**config.mk**
```make
export PLATFORM = sky130hd
export DESIGN_NAME = pmc_top
export DESIGN_NICKNAME = d
export VERILOG_FILES = /design/src/core/pmc_pkg.sv /design/src/core/pmc_top.sv
export VERILOG_INCLUDE_DIRS = /design/src /design/src/core
export SDC_FILE = /design/constraint.sdc
export NUM_CORES = 1
export LEC_CHECK = 0
export ABC_AREA = 1
export BUFFER_PORTS_ARGS = -buffer_cell sky130_fd_sc_hd__buf_2
export CAP_MARGIN = 20
export CORE_UTILIZATION = 60
export CTS_CLUSTER_SIZE = 16
export DETAILED_ROUTE_END_ITERATION = 16
export MAX_ROUTING_LAYER = met4
export PLACE_DENSITY_LB_ADDON = 0.1
export RECOVER_POWER = 25
export SYNTH_ARGS = -nofsm -noshare
export SYNTH_HDL_FRONTEND = slang
export SYNTH_SLANG_ARGS = --single-unit
```
**constraint.sdc**
```tcl
create_clock -name pclk -period 2.8 [get_ports pclk]
set_clock_uncertainty 0.05 [all_clocks]
set_input_delay 0.28 -clock pclk [delete_from_list [all_inputs] [get_ports pclk]]
set_output_delay 0.28 -clock pclk [all_outputs]
set_load 0.03 [all_outputs]
```
**src/core/pmc_defs.svh**
```systemverilog
`ifndef PMC_DEFS_SVH
`define PMC_DEFS_SVH

// Register byte offsets
`define PMC_MODE_OFS 8'h00
`define PMC_CLKSRC_OFS 8'h04
`define PMC_PLL_OFS 8'h08
`define PMC_CPUDIV_OFS 8'h0C
`define PMC_USBDIV_OFS 8'h10
`define PMC_PGATE_OFS 8'h14
`define PMC_PDIV_OFS 8'h18
`define PMC_STAT_OFS 8'h1C

// Field positions
`define PMC_PLL_EN_BIT 0
`define PMC_PLL_CON_BIT 1
`define PMC_PLL_MUL_LSB 8
`define PMC_STAT_WAKE_BIT 8
`define PMC_STAT_BUSY_BIT 9
`define PMC_STAT_MODE_LSB 4

// Reset values
`define PMC_CLKSRC_RST 2'h0
`define PMC_PLL_RST 16'h0000
`define PMC_DIV_RST 8'h00
`define PMC_PGATE_RST 16'hFFFF
`define PMC_PDIV_RST 32'h00000000

// Timing
`define PMC_CLK_PERIOD_NS 50
`define PMC_IRC_START_NS 60000
`define PMC_IRC_WAKE_CYC 4
`define PMC_MAIN_WAKE_CYC 4096

`endif

```
**src/core/pmc_pkg.sv**
```systemverilog
package pmc_pkg;

   // Software-requested power mode
   typedef enum logic [2:0] {
      PMC_M_RUN = 3'h0,
      PMC_M_IDLE = 3'h1,
      PMC_M_SLEEP = 3'h2,
      PMC_M_PDOWN = 3'h3,
      PMC_M_DEEP = 3'h4
   } pmc_mode_t;

   // Sequencer states, Gray along sleep-wake-run and pdown-start-wake-run
   typedef enum logic [2:0] {
      PMC_S_RUN = 3'b000,
      PMC_S_IDLE = 3'b001,
      PMC_S_SLEEP = 3'b011,
      PMC_S_WAKE = 3'b010,
      PMC_S_START = 3'b110,
      PMC_S_PDOWN = 3'b111,
      PMC_S_DEEP = 3'b101
   } pmc_state_t;

   // Previous system clock source
   typedef enum logic [1:0] {
      PMC_SRC_IRC = 2'h0,
      PMC_SRC_MAIN = 2'h1,
      PMC_SRC_RTC = 2'h2
   } pmc_src_t;

   // Clock and power controls toward core, oscillators and PLL
   typedef struct packed {
      logic cpu_en;
      logic osc_en;
      logic irc_out_en;
      logic irc_pwr_en;
      logic pll_en;
      logic pll_con;
      logic pin_hold;
      logic main_pwr_en;
      logic rtc_osc_en;
   } pmc_clk_ctrl_t;

endpackage

```
**src/core/pmc_top.sv**
```systemverilog
// Functional notes
// - Offers idle, sleep, power-down and deep power-down modes.
// - Idle halts instruction execution until reset or interrupt.
// - Peripheral clocks keep running during idle.
// - Sleep stops the system oscillator and gates every internal clock.
// - Sleep keeps state, SRAM, pin levels and all registers but PLL and dividers unchanged.
// - Sleep disables the RC oscillator output but keeps it powered.
// - The 32 kHz RTC oscillator keeps running in sleep.
// - Sleep entry switches the PLL off and disconnects it.
// - Sleep entry clears CPU and USB clock dividers to zero.
// - Sleep ends on reset or a clockless wake interrupt.
// - RC source: resume after 4 oscillator cycles.
// - Main oscillator source: resume after 4096 oscillator cycles.
// - Power-down does all sleep actions and powers off the RC oscillator.
// - Power-down wake on RC: 60 us start-up, then 4 cycles.
// - Each peripheral clock can be gated off individually.
// - Each peripheral has its own programmable clock divider.
// - CPU clock set by source, PLL settings or CPU divider.
// - Separate domain keeps RTC and battery RAM alive.
`include "pmc_defs.svh"

module pmc_top
   import pmc_pkg::*;
#(
   parameter int NPER = 16,
   parameter int MAIN_WAKE_CYC = `PMC_MAIN_WAKE_CYC
) (
   // Clock and reset
   input wire logic pclk,
   input wire logic presetn,
   // APB slave
   input wire logic psel,
   input wire logic penable,
   input wire logic pwrite,
   input wire logic [7:0] paddr,
   input wire logic [31:0] pwdata,
   output logic [31:0] prdata,
   output logic pready,
   output logic pslverr,
   // Wake sources
   input wire logic irq_req,
   input wire logic wake_pin,
   // Clock and power controls
   output pmc_clk_ctrl_t clk_ctrl,
   output logic [1:0] clk_src_sel,
   output logic [7:0] pll_mul,
   output logic [7:0] cpu_div,
   output logic [7:0] usb_div,
   output logic [NPER-1:0] per_clk_en
);

   localparam int START_CYC = (`PMC_IRC_START_NS + `PMC_CLK_PERIOD_NS - 1) / `PMC_CLK_PERIOD_NS;
   localparam int CW = 13;

   // Refuse sizes the register map cannot hold
   if (NPER < 1 || NPER > 16 || MAIN_WAKE_CYC < 1 || MAIN_WAKE_CYC > 8191) begin : g_chk
      $error("NPER must be 1 to 16 and MAIN_WAKE_CYC 1 to 8191");
   end

   // Wake pin synchroniser; first stage read only by the second
   logic wk_s1_r, wk_s2_r;

   always_ff @(posedge pclk or negedge presetn) begin
      if (!presetn) begin
         wk_s1_r <= 1'b0;
         wk_s2_r <= 1'b0;
      end else begin
         wk_s1_r <= wake_pin;
         wk_s2_r <= wk_s1_r;
      end
   end

   // Software registers
   pmc_mode_t mode_r, mode_nxt;
   logic [1:0] src_r, src_nxt;
   logic [15:0] pll_r, pll_nxt;
   logic [7:0] cdiv_r, cdiv_nxt;
   logic [7:0] udiv_r, udiv_nxt;
   logic [15:0] gate_r, gate_nxt;
   logic [31:0] pdiv_r, pdiv_nxt;
   logic wcause_r, wcause_nxt;
   // APB answer
   logic [31:0] rdata_r, rdata_nxt;
   logic rdy_r, rdy_nxt;
   logic err_r, err_nxt;
   // Sequencer
   pmc_state_t st_r, st_nxt;
   logic [CW-1:0] cnt_r, cnt_nxt;

   logic setup, wr_acc, hit, enter_slp, woke;

   assign setup = psel & ~penable;
   assign wr_acc = psel & penable & rdy_r & pwrite & ~err_r;

   // Sleep entry clears dividers and PLL for every sleep-like mode
   assign enter_slp = (st_r == PMC_S_RUN) &&
                      (mode_r == PMC_M_SLEEP || mode_r == PMC_M_PDOWN ||
                       mode_r == PMC_M_DEEP);
   assign woke = (st_nxt == PMC_S_RUN) && (st_r != PMC_S_RUN);

   // Address decode and read mux, prepared in the setup cycle
   always_comb begin
      hit = 1'b1;
      rdata_nxt = 32'h00000000;
      if (paddr == `PMC_MODE_OFS) begin
         rdata_nxt[2:0] = mode_r;
      end else if (paddr == `PMC_CLKSRC_OFS) begin
         rdata_nxt[1:0] = src_r;
      end else if (paddr == `PMC_PLL_OFS) begin
         rdata_nxt[15:0] = pll_r;
      end else if (paddr == `PMC_CPUDIV_OFS) begin
         rdata_nxt[7:0] = cdiv_r;
      end else if (paddr == `PMC_USBDIV_OFS) begin
         rdata_nxt[7:0] = udiv_r;
      end else if (paddr == `PMC_PGATE_OFS) begin
         rdata_nxt[15:0] = gate_r;
      end else if (paddr == `PMC_PDIV_OFS) begin
         rdata_nxt = pdiv_r;
      end else if (paddr == `PMC_STAT_OFS) begin
         rdata_nxt[2:0] = st_r;
         rdata_nxt[`PMC_STAT_MODE_LSB +: 3] = mode_r;
         rdata_nxt[`PMC_STAT_WAKE_BIT] = wcause_r;
         rdata_nxt[`PMC_STAT_BUSY_BIT] = (st_r != PMC_S_RUN);
      end else begin
         hit = 1'b0;
      end
      if (!setup || pwrite) begin
         rdata_nxt = prdata;
      end
      // One wait-free access phase: ready rises the cycle after setup
      rdy_nxt = setup;
      err_nxt = setup & ~hit;
   end

   // Register next values
   always_comb begin
      mode_nxt = mode_r;
      src_nxt = src_r;
      pll_nxt = pll_r;
      cdiv_nxt = cdiv_r;
      udiv_nxt = udiv_r;
      gate_nxt = gate_r;
      pdiv_nxt = pdiv_r;
      wcause_nxt = wcause_r;
      if (wr_acc) begin
         if (paddr == `PMC_MODE_OFS) begin
            if (pwdata[2:0] <= 3'h4) begin
               mode_nxt = pmc_mode_t'(pwdata[2:0]);
            end
         end else if (paddr == `PMC_CLKSRC_OFS) begin
            if (pwdata[1:0] != 2'h3) begin
               src_nxt = pwdata[1:0];
            end
         end else if (paddr == `PMC_PLL_OFS) begin
            pll_nxt = pwdata[15:0];
         end else if (paddr == `PMC_CPUDIV_OFS) begin
            cdiv_nxt = pwdata[7:0];
         end else if (paddr == `PMC_USBDIV_OFS) begin
            udiv_nxt = pwdata[7:0];
         end else if (paddr == `PMC_PGATE_OFS) begin
            gate_nxt = pwdata[15:0];
         end else if (paddr == `PMC_PDIV_OFS) begin
            pdiv_nxt = pwdata;
         end else if (paddr == `PMC_STAT_OFS) begin
            if (pwdata[`PMC_STAT_WAKE_BIT]) begin
               wcause_nxt = 1'b0;
            end
         end
      end
      // Hardware clears on entry; applied after the write logic, so the clear wins over any same-cycle write
      if (enter_slp) begin
         pll_nxt[`PMC_PLL_EN_BIT] = 1'b0;
         pll_nxt[`PMC_PLL_CON_BIT] = 1'b0;
         cdiv_nxt = `PMC_DIV_RST;
         udiv_nxt = `PMC_DIV_RST;
      end
      // Request is consumed on return to run; wake flag set beats clear
      if (woke) begin
         mode_nxt = PMC_M_RUN;
         wcause_nxt = 1'b1;
      end
   end

   always_ff @(posedge pclk or negedge presetn) begin
      if (!presetn) begin
         mode_r <= PMC_M_RUN;
         src_r <= `PMC_CLKSRC_RST;
         pll_r <= `PMC_PLL_RST;
         cdiv_r <= `PMC_DIV_RST;
         udiv_r <= `PMC_DIV_RST;
         gate_r <= `PMC_PGATE_RST;
         pdiv_r <= `PMC_PDIV_RST;
         wcause_r <= 1'b0;
         rdata_r <= 32'h00000000;
         rdy_r <= 1'b0;
         err_r <= 1'b0;
      end else begin
         mode_r <= mode_nxt;
         src_r <= src_nxt;
         pll_r <= pll_nxt;
         cdiv_r <= cdiv_nxt;
         udiv_r <= udiv_nxt;
         gate_r <= gate_nxt;
         pdiv_r <= pdiv_nxt;
         wcause_r <= wcause_nxt;
         rdata_r <= rdata_nxt;
         rdy_r <= rdy_nxt;
         err_r <= err_nxt;
      end
   end

   // Power sequencer: mode entry, wake detection and wake delay
   always_comb begin
      st_nxt = st_r;
      cnt_nxt = cnt_r;
      case (st_r)
         PMC_S_RUN: begin
            if (mode_r == PMC_M_IDLE) begin
               st_nxt = PMC_S_IDLE;
            end else if (mode_r == PMC_M_SLEEP) begin
               st_nxt = PMC_S_SLEEP;
            end else if (mode_r == PMC_M_PDOWN) begin
               st_nxt = PMC_S_PDOWN;
            end else if (mode_r == PMC_M_DEEP) begin
               st_nxt = PMC_S_DEEP;
            end
         end
         PMC_S_IDLE: begin
            // Peripherals still clocked, so any interrupt resumes
            if (irq_req || wk_s2_r) begin
               st_nxt = PMC_S_RUN;
            end
         end
         PMC_S_SLEEP: begin
            if (wk_s2_r) begin
               st_nxt = PMC_S_WAKE;
               if (src_r == PMC_SRC_MAIN) begin
                  cnt_nxt = CW'(MAIN_WAKE_CYC);
               end else begin
                  cnt_nxt = CW'(`PMC_IRC_WAKE_CYC);
               end
            end
         end
         PMC_S_PDOWN: begin
            if (wk_s2_r) begin
               if (src_r == PMC_SRC_MAIN) begin
                  st_nxt = PMC_S_WAKE;
                  cnt_nxt = CW'(MAIN_WAKE_CYC);
               end else begin
                  st_nxt = PMC_S_START;
                  cnt_nxt = CW'(START_CYC);
               end
            end
         end
         PMC_S_START: begin
            // RC oscillator powered and settling, output still off
            if (cnt_r <= CW'(1)) begin
               st_nxt = PMC_S_WAKE;
               cnt_nxt = CW'(`PMC_IRC_WAKE_CYC);
            end else begin
               cnt_nxt = cnt_r - CW'(1);
            end
         end
         PMC_S_WAKE: begin
            // Gates stay closed until the last counted cycle
            if (cnt_r <= CW'(1)) begin
               st_nxt = PMC_S_RUN;
            end else begin
               cnt_nxt = cnt_r - CW'(1);
            end
         end
         PMC_S_DEEP: begin
            // Only a reset leaves deep power-down
            st_nxt = PMC_S_DEEP;
         end
         default: begin
            st_nxt = PMC_S_RUN;
         end
      endcase
   end

   always_ff @(posedge pclk or negedge presetn) begin
      if (!presetn) begin
         st_r <= PMC_S_RUN;
         cnt_r <= '0;
      end else begin
         st_r <= st_nxt;
         cnt_r <= cnt_nxt;
      end
   end

   // Clock and power outputs, decoded from the next state to move with it
   pmc_clk_ctrl_t ctl_r, ctl_nxt;
   logic [NPER-1:0] pen_r, pen_nxt;
   logic per_run;

   always_comb begin
      ctl_nxt.cpu_en = 1'b0;
      ctl_nxt.osc_en = 1'b0;
      ctl_nxt.irc_out_en = 1'b0;
      ctl_nxt.irc_pwr_en = 1'b1;
      ctl_nxt.pll_en = 1'b0;
      ctl_nxt.pll_con = 1'b0;
      ctl_nxt.pin_hold = 1'b1;
      ctl_nxt.main_pwr_en = 1'b1;
      ctl_nxt.rtc_osc_en = 1'b1;
      per_run = 1'b0;
      case (st_nxt)
         PMC_S_RUN, PMC_S_IDLE: begin
            ctl_nxt.cpu_en = (st_nxt == PMC_S_RUN);
            ctl_nxt.osc_en = (src_r == PMC_SRC_MAIN);
            ctl_nxt.irc_out_en = (src_r == PMC_SRC_IRC);
            ctl_nxt.pll_en = pll_nxt[`PMC_PLL_EN_BIT];
            ctl_nxt.pll_con = pll_nxt[`PMC_PLL_CON_BIT] &
                              pll_nxt[`PMC_PLL_EN_BIT];
            ctl_nxt.pin_hold = 1'b0;
            per_run = 1'b1;
         end
         PMC_S_SLEEP: begin
            // Everything frozen; state held because no clock reaches it
            ctl_nxt.irc_pwr_en = 1'b1;
            ctl_nxt.pin_hold = 1'b1;
         end
         PMC_S_PDOWN: begin
            ctl_nxt.irc_pwr_en = 1'b0;
         end
         PMC_S_START: begin
            ctl_nxt.irc_pwr_en = 1'b1;
         end
         PMC_S_WAKE: begin
            // Oscillator restarted, core and peripherals still gated
            ctl_nxt.osc_en = (src_r == PMC_SRC_MAIN);
            ctl_nxt.irc_out_en = (src_r != PMC_SRC_MAIN);
         end
         PMC_S_DEEP: begin
            ctl_nxt.irc_pwr_en = 1'b0;
            ctl_nxt.main_pwr_en = 1'b0;
         end
         default: begin
            ctl_nxt.pin_hold = 1'b1;
         end
      endcase
   end

   // Per-peripheral gate and divider: code n divides by 2**n
   logic [2:0] pcnt_r [NPER];
   logic [2:0] pcnt_nxt [NPER];

   for (genvar i = 0; i < NPER; i++) begin : g_per
      logic [1:0] code;
      logic [2:0] top;
      assign code = pdiv_r[2*i +: 2];
      assign top = 3'((4'h1 << code) - 4'h1);
      always_comb begin
         pcnt_nxt[i] = pcnt_r[i];
         pen_nxt[i] = 1'b0;
         if (per_run && gate_r[i]) begin
            pen_nxt[i] = (pcnt_r[i] == 3'h0);
            pcnt_nxt[i] = (pcnt_r[i] >= top) ? 3'h0 : pcnt_r[i] + 3'h1;
         end
      end
      always_ff @(posedge pclk or negedge presetn) begin
         if (!presetn) begin
            pcnt_r[i] <= 3'h0;
         end else begin
            pcnt_r[i] <= pcnt_nxt[i];
         end
      end
   end

   always_ff @(posedge pclk or negedge presetn) begin
      if (!presetn) begin
         ctl_r <= '{cpu_en: 1'b1, osc_en: 1'b0, irc_out_en: 1'b1,
                    irc_pwr_en: 1'b1, pll_en: 1'b0, pll_con: 1'b0,
                    pin_hold: 1'b0, main_pwr_en: 1'b1,
                    rtc_osc_en: 1'b1};
         pen_r <= '0;
      end else begin
         ctl_r <= ctl_nxt;
         pen_r <= pen_nxt;
      end
   end

   // Outputs straight from flops
   assign prdata = rdata_r;
   assign pready = rdy_r;
   assign pslverr = err_r;
   assign clk_ctrl = ctl_r;
   assign clk_src_sel = src_r;
   assign pll_mul = pll_r[`PMC_PLL_MUL_LSB +: 8];
   assign cpu_div = cdiv_r;
   assign usb_div = udiv_r;
   assign per_clk_en = pen_r;

endmodule

```
# Word level (Yosys, flattened, before mapping)
# Index checks and enable logic that the tools add are counted.
# W data, S select, Z words.
dict set report word_totals {
  inputBits 47
  n_memories 0
  ramBits 0
  latchBits 0
  wordCells 356
  rom_bits 0
  reg_bits 210
}
dict set report op_classes {
  n_shift 16
  n_eq_ne 38
  n_bitwise 16
  multipliers 0
  n_addsub 33
  reduce_logical 64
  magnitude_cmp 18
  div_mod_pow 0
  n_mux 130
}
# op count
set op_table {}
lappend op_table {{$mux W22} 7}
lappend op_table {{$mux W16} 9}
lappend op_table {{$mux W8} 15}
lappend op_table {{$mux W3} 35}
lappend op_table {{$mux W13} 6}
lappend op_table {{$logic_not A3 Y1} 18}
lappend op_table {{$pmux W13 S4} 1}
lappend op_table {{$add A3 B1 Y3 const B} 16}
lappend op_table {{$ge A3 B3 Y1} 16}
lappend op_table {{$mux W24} 2}
lappend op_table {{$shl A1 B2 Y3 const A} 16}
lappend op_table {{$sub A3 B1 Y3 const B} 16}
lappend op_table {{$mux W1} 42}
lappend op_table {{$eq A8 B5 Y1 const B} 4}
lappend op_table {{$mux W30} 1}
lappend op_table {{$ne A2 B2 Y1 const B} 15}
lappend op_table {{$mux W29} 1}
lappend op_table {{$pmux W3 S7} 1}
lappend op_table {{$eq A3 B3 Y1 const B} 6}
lappend op_table {{$logic_and A1 B1 Y1} 18}
lappend op_table {{$mux W2} 9}
lappend op_table {{$eq A8 B4 Y1 const B} 2}
lappend op_table {{$reduce_bool A2 Y1} 8}
lappend op_table {{$eq A3 B2 Y1 const B} 5}
lappend op_table {{other kinds (24)} 46}

# Longest topological paths before layout
dict set report depth {
  word_depth 19
  mapped_depth 12
  ltp_nobuf 12
}

# Worst setup path after synthesis
# No wires, ideal clock.
dict set report synth_path {
  path_kind {register to register}
  startpoint {register src_r[0] (netlist: clk_src_sel[0])}
  endpoint {register pcnt_r[29] (netlist name)}
  path_stages_with_launch 11
  arrival_time_ns 1.624
  required_time_ns 2.633
  path_buffers 1
  setup_slack_ns 1.009
  path_cell_list {dfrtp_1 inv_1 nor2_1 nor2_2 nor2_2 nand2_1 nor2_4 buf_6 nand3_2 nand2_1 nand2_1}
}
dict set report synth_between {
  elab_chain_cells 8
}
# element line_no
set synth_lines {}
lappend synth_lines {{start: declaration} pmc_top.sv:75} ;# logic [1:0] src_r, src_nxt;
lappend synth_lines {{start signal: assignment} pmc_top.sv:187} ;# src_r <= `PMC_CLKSRC_RST;
lappend synth_lines {{start signal: assignment} pmc_top.sv:199} ;# src_r <= src_nxt;
lappend synth_lines {{$eq A2 B1 Y1 (*)} pmc_top.sv:246} ;# if (src_r == PMC_SRC_MAIN) begin
lappend synth_lines {{$mux W3 (*)} pmc_top.sv:246}
lappend synth_lines {{$mux W3 (*)} pmc_top.sv:245} ;# if (wk_s2_r) begin
lappend synth_lines {{$pmux W3 S7 (*)} pmc_top.sv:216} ;# case (st_r)
lappend synth_lines {{$eq A3 B1 Y1 / $logic_not A3 Y1 (equally long branches)} pmc_top.sv:308} ;# case (st_nxt)
lappend synth_lines {{$reduce_or A2 Y1 (*)} pmc_top.sv:308}
lappend synth_lines {{$mux W1 (*)} pmc_top.sv:308}
lappend synth_lines {{$logic_and A1 B1 Y1 (*)} pmc_top.sv:357} ;# if (per_run && gate_r[i]) begin
lappend synth_lines {{end signal: indexed assignment} pmc_top.sv:366} ;# pcnt_r[i] <= pcnt_nxt[i];
lappend synth_lines {{end: declaration} pmc_top.sv:346} ;# logic [2:0] pcnt_r [NPER];
# Every way passes the cells marked *; elsewhere a longest branch is shown, timed or not.
# A chain may end at the register's enable or synchronous reset.

# Worst setup path after layout
dict set report layout_path {
  startpoint {input paddr[6]}
  endpoint {register pdiv_r[28]}
}
dict set report layout_between {
  elab_chain_cells 3
}
# element line_no
set layout_lines {}
lappend layout_lines {{start: declaration} pmc_top.sv:35} ;# input wire logic [7:0] paddr,
lappend layout_lines {{$eq A8 B5 Y1 (no line) (tied with other cells)} --}
lappend layout_lines {{$not A1 Y1 (no line)} --}
lappend layout_lines {{$reduce_and A8 Y1 (no line) (*)} --}
lappend layout_lines {{end signal: assignment} pmc_top.sv:192} ;# pdiv_r <= `PMC_PDIV_RST;
lappend layout_lines {{end signal: assignment} pmc_top.sv:204} ;# pdiv_r <= pdiv_nxt;
lappend layout_lines {{end: declaration} pmc_top.sv:80} ;# logic [31:0] pdiv_r, pdiv_nxt;
# Marked as above.

==> impl_metrics.ini <==
[routing]
antenna_left = 0
detail_route.wirelength_mm = 26.89
vias = 9773
wire_per_inst_um = 14.75
first_pass_iters = 5
initialDrtViolationCount = 700
drc = 0
post_drt_via_cell_ratio = 5.361

[yosys]
synth_warnings = 0
synth_edf_count = 0
ys_types = 38
syn_nets = 1547
yosysTopAreaCellShare_pct = 41.19
ys.flop_type = dfrtp_1
synth-seq-area-share_pct = 45.74
yosysMostFrequentCell = nand2_1
async_flop_share_pct = 100.0
yosysTopAreaCell = dfrtp_1
netlist_area_sq_um = 11540
synthTopCellsByArea = dfrtp_1, nand2_1, ha_1
ys_top_cells_by_count = nand2_1, dfrtp_1, inv_1
synthCells = 1418
avgSynthCellArea_sq_um = 8.141
synth-seq-cells = 210

[clock_network]
cts_setup_buffers = 0
root_buffer = clkbuf_16
cts_tree = yes
numClockSinks = 210
clock_latency_ns = 0.51
clk_pin_slew_ns = 0.06
cts_made_buffers = 23
htreeDepth = 1
ctsLongestPathBuffers = 3

[outcome]
violations = capacitance limit, slew limit
status = complete, but fails checks

[timing]
worst_hold_slack_ns = 0.008654
fin_crit_sh_pct = 78.54
slew_headroom_pct = -27.82
worst_slew_pin_slew_ns = 1.917
period_needed_ns = 2.199
clock.fmax_mhz = 454.7
final-hold-violation-count = 0
final_max_slew_viol_count = 76
rsz0062_at_grt = no
setup_tns_ns = 0
setup_viol = 0

[global_route]
met2_usage_pct = 45.59
grt_util_all_layers_pct = 28.68
grt_pass1_wl_mm = 44.59
gr-usage-met1_pct = 40.16
grt_use_met3_pct = 3.431
grt_busiest_layer = met2
grt_max_degree = 77
grt_pass1_vias = 9096
grt-ovfl-total = 0
antenna_found_initial = 0

[layout]
n_fill_cell = 1517
fin_util_pct = 71.49
area_growth_pct = 16.24
n_antenna_cell = 0
instances_no_fill = 1823
final_nets = 1701
fin_area_sq_um = 13420
drive_above_1_share_pct = 16.80

[critical_path]
critical_path_required_ns = 3.14
critPathMaxFanout = 48
cp-start-kind = input pin
crit_arrival_ns = 2.54
cp-end-kind = flop
critPathKind = in2reg

[die]
dieWidth_um = 140.7
initial_core_util_pct = 61.51
num_io_pins = 132
dieArea_sq_um = 19800
rows = 50
die_h_um = 140.7
coreArea_sq_um = 18770

[power]
p_per_area_nw_per_um2 = 560.8
p_leak_nw = 7.184
vdd_drop_max_mv = 0.5304

[place]
portBuffers = 130
gp_congestion = 0.9455
place_area_sq_um = 12370
dp.cells = 1756
dp_hpwl_mm = 18.83

[worst_hold_path]
hold_class = in2reg

[flow_run]
cap_violations = 1
logic make-up (layout without fill, tap and decap cells):
kind of cell	count (synthesis)	count (layout)	synth area share, %
XOR/XNOR	24	24	1.821
other	1	1	0.03249
buffers and inverters	197	368	7.403
multiplexers	16	16	1.561
adder cells (fa/ha/maj)	82	82	8.888
AO/OA/AOI/OAI	166	166	7.783
flip-flops	210	210	45.74
AND/OR/NAND/NOR	722	722	26.77
metrics by stage:
stage	setup slack, ns	power [mW]
after floorplan	1.009	4.049
after global placement	0.7087	4.324
after detailed placement	0.6394	4.337
after CTS	0.6367	7.575
after global routing	0.2717	7.842
final	0.6009	7.524
layout make-up:
class                           count  area (sq um)  area share, %
Multi-Input combinational cell   1011          5415          40.36
Sequential cell                   210          5280          39.35
Timing Repair Buffer              171          1046          7.796
Clock buffer                       32         639.4          4.765
Inverter                          155         581.8          4.336
Tap cell                          234         292.8          2.182
Clock inverter                     10         162.7          1.212
state kept, by name, indices dropped and copies added, names as in the netlist, 2 cells and up:
| name | flops |
|---|---|
| clk_ctrl | 8 |
| clk_src_sel | 2 |
| cnt_r | 13 |
| cpu_div | 8 |
| gate_r | 16 |
| mode_r | 3 |
| pcnt_r | 48 |
| pdiv_r | 32 |
| per_clk_en | 16 |
| pll_r | 16 |
| prdata | 32 |
| st_r | 3 |
| usb_div | 8 |
critical path, cell delays in order:
cell and delay (ns):
dlygate4sd3_1 0.53, buf_2 0.12, inv_1 0.04, nand2_1 0.08
nor2_1 0.05, buf_4 0.17, nand2_2 0.19, inv_2 0.10
nand2_2 0.06, buf_4 0.47, mux2_2 0.40
worst paths after layout:
check,cells past startpoint,start,end,slack [ns]
min in group asynchronous,2,presetn,cnt_r[5],0.76
worst min-delay path,3,pwdata[15],gate_r[15],0.009
worst min register to register,0,wk_s1_r,wk_s2_r,0.30
worst max-delay path,11,paddr[6],pdiv_r[28],0.60
max in group asynchronous,3,presetn,gate_r[10],0.61
worst max register to register,11,cnt_r[1],per_clk_en[4],0.71
layer usage:
| metal | part of all wire (%) | vias up |
|---|---|---|
| met5 | 0 | - |
| met4 | 1.3 | 0 |
| met3 | 4.8 | 36 |
| met2 | 47 | 249 |
| met1 | 47 | 4619 |
| li1 | - | 4869 |
placed cells by master (no fill, tap or decap), types with 3 or more instances in the layout:
cell type      count
a21oi_1           28
buf_2            129
buf_4             14
bufinv_16          4
clkbuf_1           6
clkbuf_16         23
clkbuf_8           3
dfrtp_1          190
dfstp_2           20
dlygate4sd3_1     25
ha_1              82
inv_1            146
inv_2              8
mux2_2            16
nand2_1          409
nand2_2            8
nand3_1          134
nand3_2            9
nand3b_1           4
nand4_1            5
nor2_1           128
nor2_2             8
nor2_4             5
o211ai_1          16
o21ai_0           95
o21ai_1           19
or2_2              6
xnor2_1           20
xor2_1             4
power breakdown:
| group | leakage [nW] | internal (mW) | total [mW] | switching, mW |
|---|---|---|---|---|
| Combinational | 3.95 | 0.360 | 1.14 | 0.783 |
| Clock | 0.385 | 1.97 | 3.21 | 1.24 |
| Sequential | 2.85 | 3.11 | 3.18 | 0.0607 |
| Total | 7.18 | 5.44 | 7.52 | 2.08 |
what timing repair did:
item | CTS | global route
hold buffers | 24 | 1
gates resized for setup | 0 | 0
endpoints found under the hold margin | 83 | 1
Note: power is estimated with default switching activity, not from simulation.
